[config.mk]
export PLATFORM = sky130hd
export DESIGN_NAME = reader_status_display_regs
export DESIGN_NICKNAME = d
export VERILOG_FILES = /design/src/hdl/rsd_pkg.sv /design/src/hdl/reader_status_display_regs.sv
export SDC_FILE = /design/constraint.sdc
export NUM_CORES = 1
export LEC_CHECK = 0
export CAP_MARGIN = 20
export CORE_MARGIN = 2
export CORE_UTILIZATION = 40
export CTS_CLUSTER_DIAMETER = 120
export DETAILED_ROUTE_END_ITERATION = 12
export DONT_BUFFER_PORTS = 1
export SETUP_SLACK_MARGIN = 0.1
export SKIP_CTS_REPAIR_TIMING = 1
export SKIP_LAST_GASP = 1
export SYNTH_ARGS = -nofsm -noshare
export SYNTH_HDL_FRONTEND = slang
export SYNTH_SLANG_ARGS = --single-unit
export TNS_END_PERCENT = 5
[constraint.sdc]
create_clock -name hclk -period 5.72 [get_ports hclk]
set_input_delay 0 -clock hclk [delete_from_list [all_inputs] [get_ports hclk]]
set_output_delay 0 -clock hclk [all_outputs]
set_load 0.03 [all_outputs]
[src/hdl/rsd_pkg.sv]
// Purpose: Shared constants and carriers for the status display bank
// Assumes: 200 MHz bus clock, word-aligned register slots
// Notes:   Slot byte address is four times the register index
package rsd_pkg;

  // Register indices (byte address = index * 4)
  localparam logic [7:0] IDX_CALIB   = 8'h2C;
  localparam logic [7:0] IDX_CONV    = 8'h2D;
  localparam logic [7:0] IDX_CMDST   = 8'h2E;
  localparam logic [7:0] IDX_CONFIG  = 8'h30;
  localparam logic [7:0] IDX_COMMAND = 8'h31;
  localparam logic [7:0] IDX_IRQEN   = 8'h32;
  localparam logic [7:0] IDX_VERSION = 8'h33;

  // Page codes
  localparam logic [1:0] PAGE_VCO    = 2'h1;
  localparam logic [1:0] PAGE_FILTER = 2'h2;
  localparam logic [1:0] PAGE_ADC    = 2'h0;
  localparam logic [1:0] PAGE_OSC    = 2'h1;

  // Config register fields and resets
  localparam int         CFG_CONVPG_LSB = 6;
  localparam int         CFG_CALPG_LSB  = 4;
  localparam int         CFG_MSEL_LSB   = 0;
  localparam logic [7:0] CFG_RST        = 8'h00;
  localparam logic [7:0] IRQEN_RST      = 8'h78;

  // Converter source codes
  localparam logic [1:0] MSEL_MIX_I = 2'h0;
  localparam logic [1:0] MSEL_MIX_Q = 2'h1;

  // Direct command codes
  localparam logic [7:0] CMD_HOP_MAIN = 8'h84;
  localparam logic [7:0] CMD_HOP_AUX  = 8'h85;
  localparam logic [7:0] CMD_ADC      = 8'h87;
  localparam logic [7:0] CMD_FCAL     = 8'h88;
  localparam logic [7:0] CMD_SUPP_AUT = 8'hA2;
  localparam logic [7:0] CMD_SUPP_MAN = 8'hA3;
  localparam logic [7:0] CMD_VCO_AUT  = 8'hA4;
  localparam logic [7:0] CMD_VCO_MAN  = 8'hA5;
  localparam logic [7:0] CMD_AGL_ON   = 8'hA6;
  localparam logic [7:0] CMD_AGL_OFF  = 8'hA7;

  // Command status bit positions
  localparam int ST_VCO  = 6;
  localparam int ST_SUPP = 5;
  localparam int ST_FCAL = 4;
  localparam int ST_ADC  = 3;
  localparam int ST_ACOL = 2;
  localparam int ST_AGL  = 1;
  localparam int ST_AUX  = 0;

  // Conversion settle time
  localparam int          CONV_TIME_NS  = 20000;
  localparam int          CLK_PERIOD_NS = 5;
  localparam logic [11:0] CONV_CYCLES   =
    12'((CONV_TIME_NS + CLK_PERIOD_NS - 1) / CLK_PERIOD_NS);

  typedef struct packed {
    logic [3:0] vco_range;
    logic [2:0] vco_level;
    logic [3:0] highpass_trim_code;
    logic [3:0] lowpass_trim_code;
    logic       tcxo_detected;
    logic [2:0] supply_level_code;
    logic       anticollision_support_on;
    logic [7:0] mixer_i_dc;
    logic [7:0] mixer_q_dc;
    logic [7:0] ext_pin_dc;
  } ana_status_t;

  typedef struct packed {
    logic vco_done;
    logic supply_done;
    logic filter_done;
  } engine_done_t;

  typedef struct packed {
    logic        wr_pend;
    logic [7:0]  wr_idx;
    logic [31:0] hrdata;
    logic [7:0]  cfg;
    logic [7:0]  irq_en;
    logic [6:0]  flags;
    logic        conv_busy;
    logic [11:0] conv_cnt;
    logic [7:0]  adc;
    logic        cmd_stb;
    logic [7:0]  cmd_code;
    logic        irq;
  } rsd_state_t;

endpackage

[src/hdl/reader_status_display_regs.sv]
// Purpose: Status display, command status and version registers
// Assumes: AHB-Lite single word transfers, zero wait states
// Notes:   Analog engines report results through ana and done inputs
// Notes on behaviour
// - Page 01 of 2Ch shows VCO range
// - Same page: bit3 one, VCO level low
// - Page 10 of 2Ch shows filter trims
// - Page 00 of 2Dh shows converter result
// - Command 87h converts; result after 20us
// - Source select picks mixer or pin
// - Page 01 of 2Dh bit7 reference type
// - Bits 2..0 show supply level code
// - Bits 6..3 of that page read zero
// - Bit6 flags VCO range commands done, interrupts
// - Bit5 flags supply level commands done
// - Bit4 flags filter calibration done
// - Bit3 flags conversion done, interrupts
// - Bit2 shows anticollision support enabled
// - Bit1 shows gain limiting on or off
// - Bit0 shows auxiliary synthesizer selected
// - 33h returns fixed version code
// - Config field selects 2Ch page
// - Config field selects 2Dh page
// - Enabled completion event drives interrupt high
`timescale 1ns/1ps

module reader_status_display_regs
  import rsd_pkg::*;
#(
  parameter logic [7:0] VERSION_CODE = 8'h5A // Arbitrary value
) (
  input  wire logic         hclk,       // Bus clock
  input  wire logic         hresetn,    // Async reset, active low
  input  wire logic         hsel,       // Slave select
  input  wire logic [31:0]  haddr,      // Byte address
  input  wire logic [1:0]   htrans,     // Transfer type
  input  wire logic         hwrite,     // Write when high
  input  wire logic [2:0]   hsize,      // Transfer size
  input  wire logic         hready,     // Bus ready in
  input  wire logic [31:0]  hwdata,     // Write data
  output logic      [31:0]  hrdata,     // Read data
  output logic              hreadyout,  // Slave ready
  output logic              hresp,      // Always OKAY
  input  wire ana_status_t  ana,        // Analog measurement values
  input  wire engine_done_t done,       // Engine completion pulses
  output logic              cmd_stb,    // Direct command pulse
  output logic      [7:0]   cmd_code,   // Direct command code
  output logic      [1:0]   conv_src,   // Converter source select
  output logic              irq         // Completion interrupt
);

  rsd_state_t  st_r;
  rsd_state_t  st_nxt;
  logic        irq_want;
  logic        acc;
  logic        rd_acc;
  logic        cmd_go;
  logic [7:0]  cmd_val;
  logic [6:0]  set_evt;
  logic [7:0]  rd_byte;
  logic [7:0]  rd_idx;
  logic [1:0]  cal_page;
  logic [1:0]  conv_page;

  assign acc     = hsel & htrans[1] & hready;
  assign rd_acc  = acc & ~hwrite;
  assign rd_idx  = haddr[9:2];
  assign cmd_go  = st_r.wr_pend & (st_r.wr_idx == IDX_COMMAND);
  assign cmd_val = hwdata[7:0];

  always_comb begin
    st_nxt         = st_r;
    set_evt        = 7'h00;
    rd_byte        = 8'h00;
    cal_page       = 2'h0;
    conv_page      = 2'h0;
    st_nxt.cmd_stb = 1'b0;
    st_nxt.wr_pend = acc & hwrite & (hsize == 3'h2);
    st_nxt.wr_idx  = rd_idx;

    // Data phase of a write; display slots have no storage
    if (st_r.wr_pend) begin
      case (st_r.wr_idx)
        IDX_CONFIG:  st_nxt.cfg    = hwdata[7:0];
        IDX_IRQEN:   st_nxt.irq_en = hwdata[7:0];
        default:     st_nxt.cfg    = st_nxt.cfg;
      endcase
    end

    if (cmd_go) begin
      st_nxt.cmd_stb  = 1'b1;
      st_nxt.cmd_code = cmd_val;
      case (cmd_val)
        CMD_VCO_AUT, CMD_VCO_MAN:   st_nxt.flags[ST_VCO]  = 1'b0;
        CMD_SUPP_AUT, CMD_SUPP_MAN: st_nxt.flags[ST_SUPP] = 1'b0;
        CMD_FCAL:     st_nxt.flags[ST_FCAL] = 1'b0;
        CMD_ADC: begin
          st_nxt.flags[ST_ADC] = 1'b0;
          st_nxt.conv_busy     = 1'b1;
          st_nxt.conv_cnt      = CONV_CYCLES;
        end
        CMD_AGL_ON:   st_nxt.flags[ST_AGL] = 1'b1;
        CMD_AGL_OFF:  st_nxt.flags[ST_AGL] = 1'b0;
        CMD_HOP_AUX:  st_nxt.flags[ST_AUX] = 1'b1;
        CMD_HOP_MAIN: st_nxt.flags[ST_AUX] = 1'b0;
        default:      st_nxt.cmd_code = cmd_val;
      endcase
    end

    // Conversion settles, then the selected input is captured
    if (st_r.conv_busy && !(cmd_go && cmd_val == CMD_ADC)) begin
      st_nxt.conv_cnt = st_r.conv_cnt - 12'h001;
      if (st_r.conv_cnt == 12'h001) begin
        st_nxt.conv_busy = 1'b0;
        set_evt[ST_ADC]  = 1'b1;
        case (st_r.cfg[CFG_MSEL_LSB +: 2])
          MSEL_MIX_I: st_nxt.adc = ana.mixer_i_dc;
          MSEL_MIX_Q: st_nxt.adc = ana.mixer_q_dc;
          default:    st_nxt.adc = ana.ext_pin_dc;
        endcase
      end
    end

    // Engine done sets win over a clear in the same cycle; a new 87h command cancels a conversion end instead
    set_evt[ST_VCO]  = done.vco_done;
    set_evt[ST_SUPP] = done.supply_done;
    set_evt[ST_FCAL] = done.filter_done;
    st_nxt.flags[ST_VCO]  = st_nxt.flags[ST_VCO]  | set_evt[ST_VCO];
    st_nxt.flags[ST_SUPP] = st_nxt.flags[ST_SUPP] | set_evt[ST_SUPP];
    st_nxt.flags[ST_FCAL] = st_nxt.flags[ST_FCAL] | set_evt[ST_FCAL];
    st_nxt.flags[ST_ADC]  = st_nxt.flags[ST_ADC]  | set_evt[ST_ADC];
    st_nxt.flags[ST_ACOL] = ana.anticollision_support_on;

    // Interrupt follows enabled completion events
    irq_want   = |(set_evt[6:3] & st_r.irq_en[6:3]);
    st_nxt.irq = irq_want;

    // Read mux sees this cycle's writes and flag updates
    cal_page  = st_nxt.cfg[CFG_CALPG_LSB +: 2];
    conv_page = st_nxt.cfg[CFG_CONVPG_LSB +: 2];
    case (rd_idx)
      IDX_CALIB: begin
        if (cal_page == PAGE_VCO) begin
          rd_byte = {ana.vco_range, 1'b1, ana.vco_level};
        end else if (cal_page == PAGE_FILTER) begin
          rd_byte = {ana.highpass_trim_code,
                     ana.lowpass_trim_code};
        end
      end
      IDX_CONV: begin
        if (conv_page == PAGE_ADC) begin
          rd_byte = st_nxt.adc;
        end else if (conv_page == PAGE_OSC) begin
          rd_byte = {ana.tcxo_detected, 4'h0,
                     ana.supply_level_code};
        end
      end
      IDX_CMDST:   rd_byte = {1'b0, st_nxt.flags};
      IDX_CONFIG:  rd_byte = st_nxt.cfg;
      IDX_IRQEN:   rd_byte = st_nxt.irq_en;
      IDX_VERSION: rd_byte = VERSION_CODE;
      default:     rd_byte = 8'h00;
    endcase
    if (rd_acc) begin
      st_nxt.hrdata = {24'h00_0000, rd_byte};
    end
  end

  always_ff @(posedge hclk or negedge hresetn) begin
    if (!hresetn) begin
      st_r  <= '0;
      st_r.cfg    <= CFG_RST;
      st_r.irq_en <= IRQEN_RST;
    end else begin
      st_r  <= st_nxt;
    end
  end

  assign hrdata    = st_r.hrdata;
  assign hreadyout = 1'b1;
  assign hresp     = 1'b0;
  assign cmd_stb   = st_r.cmd_stb;
  assign cmd_code  = st_r.cmd_code;
  assign conv_src  = st_r.cfg[CFG_MSEL_LSB +: 2];
  assign irq       = st_r.irq;
endmodule

* After elaboration in Yosys (flattened, before gate mapping)
Index checks and enable logic that the tools add are counted.
** Storage, ports and cells
- Flip-flop bits (word level) :: 71
- Bits of input ports :: 121
- Output and inout port bits :: 46
- Word-level logic and storage cells :: 85
** Cells by class
- Add/sub/neg operators :: 1
- Eq/ne operators :: 25
- Multiplexer cells :: 24
- Bitwise logic cells :: 12
- Reductions and logical operators :: 11
** Operator list (count)
- 8-bit == test, second input constant :: 10
- 8-bit by 6-bit == test with 1-bit output, second input constant :: 9
- 8-bit 2-to-1 mux :: 7
- 8-bit one-hot mux with 6 select lines :: 1
- 21-bit 2-to-1 mux :: 1
- 16-bit 2-to-1 mux :: 1
- 8-bit one-hot mux with 2 select lines :: 1
- 15-bit 2-to-1 mux :: 1
- 13-bit 2-to-1 mux :: 1
- 12-bit by 1-bit == test with 1-bit output, second input constant :: 1
- 12-bit by 1-bit subtractor with 12-bit output, second input constant :: 1
- 9-bit 2-to-1 mux :: 1
- 1-bit 2-to-1 mux :: 7
- 1-bit AND :: 6
- 2-bit by 1-bit == test with 1-bit output, second input constant :: 3
- 4-bit AND :: 1
- 2-bit logical NOT :: 2
- 4-bit 2-to-1 mux :: 1
- 1-bit bitwise OR :: 4
- 1-bit one-hot mux with 2 select lines :: 2
- 2-bit nonzero test :: 2
- 2-bit OR reduction :: 2
- 4-bit OR reduction :: 1
- 3-bit by 2-bit == test with 1-bit output, second input constant :: 1
- other kinds (5) :: 6

* Longest topological paths before layout
Gate-level depths: netlist of run 1.
- Depth in word-level cells :: 8
- Depth in mapped cells :: 8
- Gate-level depth less buffers :: 8

* Worst setup path before layout of run 1
OpenSTA, ideal clock, no wires.
- Path type :: reg2reg
- Start point :: reg st_r[93] (netlist name)
- End point :: reg st_r, in the netlist hrdata[0]
- Setup time :: 134 ps
- Data arrival time :: 2488 ps
- Required time :: 5586 ps
- Setup slack :: 3098 ps
- Cell stages (with the launch flop) :: 8
- Buffers on the path :: 1
- Period minus slack after synthesis :: 2622 ps
- Cell sequence :: dfrtp_1 or4_4 nor3_2 buf_6 mux2_2 a221o_1 a2111oi_0 a2bb2oi_1
** RTL lines
- from (decl) :: RTL line reader_status_display_regs.sv:52 : rsd_state_t st_r;
- from (signal assigned) :: RTL line reader_status_display_regs.sv:175 : st_r <= st_nxt;

* Final worst setup path of run 1
- Start point :: reg st_r[93] (netlist name)
- End point :: reg st_r, in the netlist hrdata[7]
** Between the ends
- Elaborated cells between the ends (all ways) :: 20
- Classes of those cells :: eq/ne: 6; mux: 9; bitwise: 1; reduce/logical: 4
** RTL lines
- 8-bit by 6-bit == test with 1-bit output (*) :: RTL line reader_status_display_regs.sv:83 : case (st_r.wr_idx)
- 8-bit 2-to-1 mux (*) :: RTL line reader_status_display_regs.sv:83
- 16-bit 2-to-1 mux (*) :: RTL line reader_status_display_regs.sv:82 : if (st_r.wr_pend) begin
- via conv_page[1] :: RTL line reader_status_display_regs.sv:63 : logic [1:0] conv_page;
- 2-bit by 1-bit == test with 1-bit output :: RTL line reader_status_display_regs.sv:153 : end else if (conv_page == PAGE_OSC) begin
- 8-bit 2-to-1 mux :: RTL line reader_status_display_regs.sv:153
- 8-bit 2-to-1 mux :: RTL line reader_status_display_regs.sv:151 : if (conv_page == PAGE_ADC) begin
- 8-bit one-hot mux with 6 select lines (*) :: RTL line reader_status_display_regs.sv:141 : case (rd_idx)
The timed path passes the listed nets; every way through them passes the cells marked *.
A chain may end at the register's enable or synchronous reset.

==> out/results.tsv, run 1 <==
stage	metric	value	unit
placement	gp_congestion	0.826	
final_layout	final_cell_mix	dfrtp_1 (66), nand2_1 (35), dlygate4sd3_1 (35)	
worst_setup_path	r2r-start	st_r[93]	
final_layout	final_area	4460	µm²
power	p_per_area	257	nW/µm²
clocking	cts.sinks	70	
worst_setup_path	worst_r2r_endpoint	hrdata[7]	
route	viasPerCell	5.56	
hold_path	hp-class	in -> reg	
worst_setup_path	critPathTopFamily	simple AND/OR/NAND/NOR gates	
floorplanning	dieArea	10800	µm²
final_layout	fin_nets	518	
synth	synth-edff-count	0	
route	final_antenna_net_count	0	
global_route	grt_antenna_before_repair	1	
synth	ys.flop_type	dfrtp_1	
synth	syn_inst	379	
floorplanning	fp.dieH	104	µm
global_route	grtUsageTotal	18.5	%
worst_setup_path	cp.arrival	3.96	ns
placement	placed_cell_area	3850	µm²
global_route	grt_pass1_wl	15300	µm
clocking	cts_made_buffers	9	
sta	worst_pin_slew	0.913	ns
synth	ys_warn_count	0	
sta	finalHoldViolations	1	
sta	finalSetupViolCount	0	
worst_setup_path	worstSetupPathType	reg -> reg	
worst_setup_path	cp_slowest_cell	nor3_2	
sta	slew_viol_final	0	
sta	fmax	0.269	GHz
route	routedWlPerCell	19.4	µm
global_route	grt_pass1_vias	2819	
sta	worst_clock_skew	0.0136	ns
global_route	grt_max_degree	71	
worst_setup_path	critical_path.max_stage_delay	0.75	ns
floorplanning	die_w	104	µm
clocking	insertion_delay	0.35	ns
worst_setup_path	r2r_setup_slack	2.00	ns
flow_run	drv_cap	0	
run_status	status	finished, violations left	
floorplanning	fp.coreArea	9730	µm²
hold_path	min-delay-start	ana[7]	
synth	synth_top_area_share	41.5	%
worst_setup_path	start_kind	flop	
route	num_vias	2967	
hold_path	worstHoldEndpoint	st_r[17]	
synth	yosysSeqAreaShare	44.2	%
worst_setup_path	required	5.96	ns
route	wl	10400	µm
worst_setup_path	cp_common_cell	a221o_1	
synth	ys_async_sr_fraction	100	%
route	drtIter0Drc	202	
worst_setup_path	startpoint	st_r[93]	
worst_setup_path	crit_path_max_fanout	12	
synth	yosysUniqueCellTypes	71	
power	ir_drop	0.104	mV
placement	hpwl	7070	µm
route	dr.pass1.iters	5	
synth	synth_area	3980	µm²
clocking	cts_tree	yes	
hold_path	hold_depth	4	
sta	slew_headroom	38.8	%
clocking	clkTransAtPathRegs	0.08	ns
route	drc	0	
sta	timing.hold.ws	-0.0237	ns
sta	tns	0	ns
clocking	cts-root-buf	clkbuf_8	
placement	portBuffers	0	
worst_setup_path	cp_cell_sequence	or4_4 > nor3_2 > mux2_2 > a221o_1 > a221o_1 > dlygate4sd3_1 > o22a_1	
worst_setup_path	end_kind	flop	
sta	final_min_period_over_clock_period	65.0	%
final_layout	drive_above_1_share	16.8	%
sta	min_period	3.72	ns
sta	rsz0062_at_grt	false	
synth	ys_seq_elements	70	
worst_setup_path	r2r_cells	7	
floorplanning	ios	167	
final_layout	area_delta_synth_final	12.2	%
synth	syn_area_per_cell	10.5	µm²
clocking	cts_htree_levels	3	
power	p_leak	1.83	nW
global_route	grt_overflow	0	
clocking	cts_max_path_buffers	2	
synth	yosysTopAreaCell	dfrtp_1	
floorplanning	start_util	40.9	%
synth	synth.area.top_cells	dfrtp_1 (42%), buf_4 (8.5%), mux2_2 (8.2%)	
worst_setup_path	cp.buffers_inverters	1	
run_status	violations	hold timing	
floorplanning	rows	36	
final_layout	final_common_cell	dfrtp_1	
==> worst register-to-register path, stage by stage (launching register included) <==
cell           delay, ns
dfrtp_1             0.41
or4_4               0.61
nor3_2              0.75
mux2_2              0.48
a221o_1             0.34
a221o_1             0.26
dlygate4sd3_1       0.57
o22a_1              0.19
==> where the power goes <==
| group | internal (W) | total, W | leakage, nW | switching, W |
|---|---|---|---|---|
| combinational | 0.0000487 | 0.000123 | 0.865 | 0.0000741 |
| clock | 0.000269 | 0.000465 | 0.116 | 0.000196 |
| sequential | 0.000527 | 0.000559 | 0.848 | 0.0000323 |
| total | 0.000845 | 0.00115 | 1.83 | 0.000302 |
==> area by class of cell <==
class	instances	area [µm²]
inverters	10	37.5
clock inverters	5	81.3
multi-input cells	268	1890
diodes	1	2.50
flip-flops and latches	70	1760
clock buffers	11	151
well taps	133	166
fillers	928	5270
repair buffers	36	378
==> stage by stage <==
step / total power (W) / setup WS (ns) / util [%] / std cells
floorplan: 0.000653 / 3.10 / - / 403
detailed placement: 0.000657 / 2.44 / 39.6 / 481
global route: 0.00120 / 1.88 / 45.9 / 534
global placement: 0.000652 / 2.44 / 39.6 / 481
finish: 0.00115 / 2.00 / 45.9 / 534
CTS: 0.00112 / 2.40 / 41.9 / 497
==> sequential cells by signal, summed over array words and instances (netlist names) <==
name,flops
cmd_code,8
cmd_stb,1
conv_src,2
hrdata,8
irq,1
st_r,50
==> worst max-delay path by stage <==
stage | end | slack [ns] | depth (start not counted)
5_1_grt | hrdata[7] | 1.88 | 7
2_1_floorplan | hrdata[0] | 3.10 | 7
6_report | hrdata[7] | 2.00 | 7
3_5_place_dp | hrdata[0] | 2.44 | 6
4_1_cts | hrdata[0] | 2.40 | 6
3_3_place_gp | hrdata[0] | 2.44 | 6
==> kinds of logic (layout without fill, tap and decap cells) <==
| kind of cell | count (synthesis) | count (layout) | synth area share [%] |
|---|---|---|---|
| AO/OA/AOI/OAI | 69 | 69 | 13.1 |
| XOR/XNOR | 5 | 5 | 1.10 |
| adder cells (fa/ha/maj) | 2 | 2 | 0.629 |
| buffers and inverters | 65 | 62 | 10.6 |
| flip-flops | 70 | 70 | 44.2 |
| multiplexers | 42 | 42 | 11.7 |
| other | 2 | 27 | 0.189 |
| AND/OR/NAND/NOR | 124 | 124 | 18.4 |
==> synthesized netlist by cell type, types with 2 or more instances <==
cell type / instances
a2111oi_2: 2
a211o_1: 2
a211oi_1: 2
a21o_1: 2
a21oi_1: 11
a221o_1: 4
a222oi_1: 3
a22o_1: 6
a22oi_1: 3
a31oi_1: 2
a32oi_1: 3
and2_1: 6
and3_1: 7
and3b_1: 2
buf_2: 2
buf_4: 45
clkbuf_1: 7
conb_1: 2
dfrtp_1: 66
dfstp_2: 4
ha_1: 2
inv_1: 10
mux2_2: 29
mux2i_1: 10
nand2_1: 35
nand2b_1: 3
nand3_1: 4
nand4_1: 6
nand4b_1: 2
nor2_1: 19
nor2b_1: 4
nor3_1: 5
nor3_2: 2
nor3b_1: 4
nor4_1: 3
nor4b_1: 4
nor4bb_1: 2
o21ai_0: 16
or3_1: 3
xnor2_1: 4
==> metal layers <==
metal,share of wire (%),vias up,routed length (µm),global-route usage [%]
li1,-,1353,-,-
met5,0,-,0,0
met2,47,140,4930,28.9
met1,44,1470,4560,24.4
met3,7.9,4,821,6.67
met4,0.73,0,76,4.83
Power figures use the tool's default switching activity.
==> run 2: changes to the inputs <==
--- a/config.mk
+++ b/config.mk
@@ -5,6 +5,7 @@
 export SDC_FILE = /design/constraint.sdc
 export NUM_CORES = 1
 export LEC_CHECK = 0
+export ABC_AREA = 1
 export CAP_MARGIN = 20
 export CORE_MARGIN = 2
 export CORE_UTILIZATION = 40
==> constraint.sdc (replaced) <==
create_clock -name hclk -period 3.5 [get_ports hclk]
set_input_delay 0 -clock hclk [delete_from_list [all_inputs] [get_ports hclk]]
set_output_delay 0 -clock hclk [all_outputs]
set_load 0.03 [all_outputs]
==> run 2 against run 1 <==
  * The run still ends with hold timing left
  * Critical path depth is 3 higher
  * Fmax up 69%
  * Hold slack improved by 0.0021 ns
==> out/results.tsv, run 2 <==
stage	metric	value	unit
run_status	status	finished, violations left	
run_status	violations	hold timing	
global_route	grt_pass1_vias	3263	
synth	ys_warn_count	0	
hold_path	hold_depth	5	
power	ir_drop	0.160	mV
synth	yosys.area_share.simple	35.1	%
final_layout	diodes	0	
worst_setup_path	cp_common_cell	nand2_1	
synth	synth.most_common_cell	nand2_1	
worst_setup_path	cp_cell_sequence	nor2_4 > nand3_2 > nor2_4 > nand2_2 > nand3_4 > nand2_1 > a21oi_1 > nand3_1 > nand2_1 > nand2_1	
synth	ys_top_cells_by_count	nand2_1 (155), nand3_1 (79), dfrtp_1 (66)	
route	viasPerCell	4.87	
sta	fmax	0.455	GHz
synth	syn_inst	566	
floorplanning	rows	37	
sta	finalHoldViolations	7	
floorplanning	die_w	107	µm
final_layout	final_common_cell	nand2_1	
floorplanning	dieArea	11300	µm²
synth	synth_xor_area_share	0.625	%
synth	ys_seq_elements	70	
global_route	grt_busiest_layer	met2	
route	dr.pass1.iters	4	
final_layout	final_cell_mix	nand2_1 (155), nand3_1 (79), dfrtp_1 (66)	
final_layout	regMostFlops	st_r	
sta	worst_clock_skew	0.00788	ns
synth	yosysUniqueCellTypes	36	
route	drtIter0Drc	146	
sta	tns	0	ns
worst_setup_path	critical_path.max_stage_delay	0.43	ns
hold_path	worstHoldEndpoint	st_r[32]	
power	p_per_area	381	nW/µm²
worst_setup_path	worstSetupPathType	reg -> reg	
placement	hpwl	7750	µm
synth	synth_fa_ha_area_share	0.595	%
synth	synth_area	4200	µm²
floorplanning	ios	167	
clocking	insertion_delay	0.35	ns
clocking	cts_tree	yes	
placement	gp_congestion	0.867	
sta	rsz0062_at_grt	false	
synth	ys_async_sr_fraction	100	%
final_layout	fin_nets	700	
placement	preCtsSetupSlack	1.31	ns
global_route	met1_usage	23.4	%
worst_setup_path	r2r_cells	10	
final_layout	final_core_util	45.1	%
route	drc	0	
worst_setup_path	critPathTopFamily	simple AND/OR/NAND/NOR gates	
worst_setup_path	cp_slowest_cell	dfrtp_1	
sta	min_period	2.20	ns
synth	synth.area.top_cells	dfrtp_1 (39%), nand2_1 (14%), nand3_1 (9.4%)	
worst_setup_path	start_kind	flop	
final_layout	largest_reg_flops	50	
synth	synth_top_area_share	39.3	%
power	p_leak	2.31	nW
final_layout	fillers	1036	
placement	portBuffers	0	
floorplanning	fp.dieH	107	µm
final_layout	drive_above_1_share	8.25	%
hold_path	hp-class	in -> reg	
hold_path	min-delay-start	hwdata[1]	
route	wl	10200	µm
global_route	met2_usage	28.9	%
worst_setup_path	cp.buffers_inverters	0	
synth	synth_mux_area_share	0	%
final_layout	area_delta_synth_final	10.4	%
worst_setup_path	r2r_setup_slack	1.30	ns
route	routedWlPerCell	14.1	µm
sta	timing.hold.ws	-0.0215	ns
synth	ys.flop_type	dfrtp_1	
global_route	grt_antenna_before_repair	0	
global_route	grtUsageTotal	18.3	%
worst_setup_path	cp.arrival	2.44	ns
sta	slew_viol_final	0	
floorplanning	start_util	40.9	%
worst_setup_path	required	3.74	ns
global_route	grt_overflow	0	
synth	yosysSeqAreaShare	41.8	%
sta	finalSetupViolCount	0	
route	num_vias	3500	
global_route	grtUsageMet3	4.54	%
clocking	cts_max_path_buffers	2	
flow_run	drv_cap	0	
worst_setup_path	end_kind	flop	
sta	final_min_period_over_clock_period	62.8	%
synth	synth-edff-count	0	
clocking	cts.sinks	70	
global_route	grt_max_degree	71	
sta	slew_headroom	55.3	%
clocking	clkTransAtPathRegs	0.08	ns
clocking	cts_htree_levels	3	
worst_setup_path	worst_r2r_endpoint	hrdata[3]	
global_route	grt_pass1_wl	16200	µm
worst_setup_path	path_depth	10	
synth	yosysTopAreaCell	dfrtp_1	
worst_setup_path	r2r-start	st_r[87]	
clocking	cts_made_buffers	9	
sta	worst_pin_slew	0.668	ns
clocking	cts-root-buf	clkbuf_8	
synth	synth_top_family_by_area	simple AND/OR/NAND/NOR gates	
route	final_antenna_net_count	0	
synth	synth_compound_area_share	6.61	%
synth	syn_area_per_cell	7.43	µm²
floorplanning	fp.coreArea	10300	µm²
worst_setup_path	crit_path_max_fanout	16	
sta	finalWorstSetupSlack	1.30	ns
run 2: cell types whose count changed after synthesis, moves of 6 or more:
cell,change
nand2_1,+120
nand3_1,+75
inv_1,+55
mux2_2,-29
nor2_1,+25
mux2i_1,-10
o221ai_1,+7
and3_1,-6
o21ai_2,+6
run 2: worst max path at each step:
stage          startpoint         to  slack (ns)
5_1_grt          st_r[89]  hrdata[1]        1.03
4_1_cts          st_r[87]  hrdata[3]        1.30
3_5_place_dp     st_r[87]  hrdata[3]        1.31
3_3_place_gp     st_r[87]  hrdata[3]        1.35
6_report         st_r[87]  hrdata[3]        1.30
2_1_floorplan    st_r[19]  hrdata[0]        1.80
run 2: logic make-up after synthesis:
group / Yosys count
and+or+nand+nor: 325
DFF: 70
other: 2
adders and majority gates: 2
buffers and inverters: 120
xor gates and xnor gates: 3
AOI/OAI and AO/OA: 44
run 2: layer usage:
layer	share of wire [%]	vias up
met3	6.0	19
met2	45	113
li1	-	1757
met4	2.5	0
met5	0	-
met1	46	1611
run 2: per-stage QoR:
| step | area [µm²] | std cells | total power (W) |
|---|---|---|---|
| after global placement | 4090 | 674 | 0.000916 |
| after detailed placement | 4090 | 674 | 0.000917 |
| after floorplan | 4290 | 590 | 0.000930 |
| after CTS | 4340 | 690 | 0.00174 |
| final | 4640 | 718 | 0.00177 |
| after global routing | 4640 | 718 | 0.00183 |
run 2: power breakdown:
group | switching [W] | internal [W]
Sequential | 0.00000594 | 0.000815
Clock | 0.000311 | 0.000512
Combinational | 0.0000873 | 0.0000358
run 2: cell type report:
cell class                 instances  area, µm²  share of cell area, %
clock buffer                      11        151                   3.26
sequential                        70       1760                   37.9
timing repair buffer              28        298                   6.42
clock inverter                     5        105                   2.27
tap                              136        170                   3.67
inverter                          68        255                   5.50
multi-input combinational        400       1900                   41.0
run 2: worst reg2reg max path, stage by stage, from the launching register on:
cell and delay (ns):
dfrtp_1 0.43, nor2_4 0.29, nand3_2 0.14, nor2_4 0.23, nand2_2 0.23, nand3_4 0.25, nand2_1 0.10, a21oi_1 0.20
nand3_1 0.11, nand2_1 0.07, nand2_1 0.05
==> run 3: changes to the inputs <==
==> constraint.sdc (replaced) <==
create_clock -name hclk -period 1.9 [get_ports hclk]
set_input_delay 0 -clock hclk [delete_from_list [all_inputs] [get_ports hclk]]
set_output_delay 0 -clock hclk [all_outputs]
set_load 0.03 [all_outputs]
==> run 3 against run 2 <==
  * The flow still finishes with violations (hold timing)
  * Highest routed layer unchanged
  * Wire length increased by 4.6%
  * Critical path depth increased by 2
  * Clock power increased by 77%
  * Sequential power increased by 84%
  * Sequential cell count unchanged
  * Via count increased by 2.4%
  * Clock skew decreased by 0.00089 ns
  * First-iteration DRC count increased by 28%
  * Die area unchanged
  * Design area increased by 4.3%
  * Sequential share of layout area decreased by 1.6 points
  * Combinational power increased by 89%
==> out/results.tsv, run 3 (synthesized netlist as in run 2, its figures left out) <==
stage	metric	value	unit
run_status	status	finished, violations left	
run_status	violations	hold timing	
worst_setup_path	cp.buffers_inverters	2	
worst_setup_path	start_kind	flop	
route	final_antenna_net_count	0	
final_layout	final_cell_mix	nand2_1 (149), nand3_1 (78), dfrtp_1 (66)	
clocking	insertion_delay	0.35	ns
worst_setup_path	required	2.14	ns
worst_setup_path	r2r_cells	12	
route	dr.pass1.iters	4	
global_route	grt_max_degree	71	
sta	timing.hold.ws	-0.0373	ns
floorplanning	start_util	40.9	%
global_route	grt_overflow	0	
hold_path	worstHoldEndpoint	st_r[32]	
sta	finalWorstSetupSlack	0.0780	ns
sta	final_min_period_over_clock_period	95.9	%
placement	gp_congestion	0.871	
sta	finalHoldViolations	6	
clocking	cts.sinks	70	
clocking	cts_max_path_buffers	2	
worst_setup_path	cp.arrival	2.06	ns
floorplanning	fp.dieH	107	µm
worst_setup_path	end_kind	flop	
final_layout	final_core_util	47.1	%
placement	placed_cell_area	4220	µm²
power	pwr-share-clk	45.5	%
power	p_int	0.00244	W
worst_setup_path	r2r-start	st_r[89]	
placement	preCtsSetupSlack	0.0225	ns
worst_setup_path	critPathTopFamily	simple AND/OR/NAND/NOR gates	
floorplanning	die_w	107	µm
sta	slew_viol_final	0	
power	p_leak	2.38	nW
clocking	cts_tree	yes	
global_route	grt_pass1_wl	16700	µm
final_layout	fin_nets	719	
final_layout	regMostFlops	st_r	
sta	fmax	0.549	GHz
clocking	cts_made_buffers	9	
flow_run	drv_cap	0	
global_route	grt_antenna_before_repair	0	
floorplanning	dieArea	11300	µm²
placement	portBuffers	0	
sta	tns	0	ns
worst_setup_path	cp_cell_sequence	nor2_2 > buf_4 > nand3_2 > nor2_4 > buf_4 > nand3_1 > a21oi_2 > nor2_1 > nor2_1 > nand3_1 > nand2_1 > nand2_1	
final_layout	diodes	0	
global_route	grtUsageTotal	18.9	%
worst_setup_path	critical_path.max_stage_delay	0.39	ns
clocking	clkTransAtPathRegs	0.08	ns
hold_path	hold_depth	5	
sta	min_period	1.82	ns
power	ir_drop	0.360	mV
hold_path	hp-class	in -> reg	
route	viasPerCell	4.86	
floorplanning	rows	37	
power	power_frac_seq	47.2	%
final_layout	final_area	4840	µm²
worst_setup_path	r2r_setup_slack	0.08	ns
sta	finalSetupViolCount	0	
sta	worst_clock_skew	0.00699	ns
worst_setup_path	worstSetupPathType	reg -> reg	
power	p_comb_share	7.3	%
route	routedWlPerCell	14.4	µm
worst_setup_path	worst_r2r_endpoint	hrdata[4]	
worst_setup_path	startpoint	st_r[89]	
global_route	grt_pass1_vias	3291	
final_layout	largest_reg_flops	50	
power	swShare	23.9	%
route	num_vias	3585	
final_layout	area_delta_synth_final	15.2	%
floorplanning	ios	167	
clocking	cts-root-buf	clkbuf_8	
worst_setup_path	crit_path_max_fanout	7	
final_layout	drive_above_1_share	13.8	%
worst_setup_path	cp_slowest_cell	dfrtp_1	
route	wl	10600	µm
route	drtIter0Drc	187	
sta	rsz0062_at_grt	true	
placement	hpwl	7870	µm
clocking	cts_htree_levels	3	
power	p_per_area	662	nW/µm²
route	drc	0	
power	p_sw	0.000765	W
hold_path	min-delay-start	hwdata[1]	
floorplanning	fp.coreArea	10300	µm²
final_layout	final_common_cell	nand2_1	
run 3: power groups by stage:
stage | registers, W | logic [W] | clock network (W)
2_1_floorplan | 0.00154 | 0.000176 | 0
3_3_place_gp | 0.00154 | 0.000149 | 0
3_5_place_dp | 0.00154 | 0.000150 | 0
4_1_cts | 0.00151 | 0.000150 | 0.00148
5_1_grt | 0.00151 | 0.000259 | 0.00155
6_report | 0.00151 | 0.000233 | 0.00146
run 3: worst register-to-register path: stages (launching register included):
cell     delay (ns)
dfrtp_1        0.39
nor2_2         0.15
buf_4          0.13
nand3_2        0.09
nor2_4         0.11
buf_4          0.16
nand3_1        0.09
a21oi_2        0.19
nor2_1         0.06
nor2_1         0.14
nand3_1        0.09
nand2_1        0.07
nand2_1        0.05
run 3: layout make-up:
| class | instances | area (µm²) |
|---|---|---|
| clock buffer | 10 | 128 |
| clock inverter | 6 | 110 |
| fill | 1034 | 5440 |
| inverter | 68 | 255 |
| multi-input combinational | 403 | 2000 |
| sequential | 70 | 1760 |
| tap | 136 | 170 |
| timing repair buffer | 44 | 420 |
run 3: how the worst max path moves through the flow:
stage               cells after the start  slack, ns         to
floorplan                              14       0.20  hrdata[0]
global placement                       13       0.03  hrdata[0]
detailed placement                     11       0.02  hrdata[3]
CTS                                    13       0.01  hrdata[0]
global route                           14      -0.07  hrdata[0]
finish                                 12       0.08  hrdata[4]
run 3: per-layer routing:
layer	vias to the layer above	global-route usage (%)	share of wire [%]
li1	1798	-	-
met1	1666	25.1	46
met2	104	29.6	46
met3	17	4.29	6.2
met4	0	7.98	2.1
met5	-	0	0
run 3: metrics by stage:
step / cells / total power [W] / hold WS, ns
3_3_place_gp: 692 / 0.00169 / -0.293
3_5_place_dp: 692 / 0.00169 / -0.293
4_1_cts: 708 / 0.00314 / -0.670
6_report: 737 / 0.00320 / -0.0373
5_1_grt: 737 / 0.00333 / 0.000787
2_1_floorplan: 590 / 0.00171 / -0.296
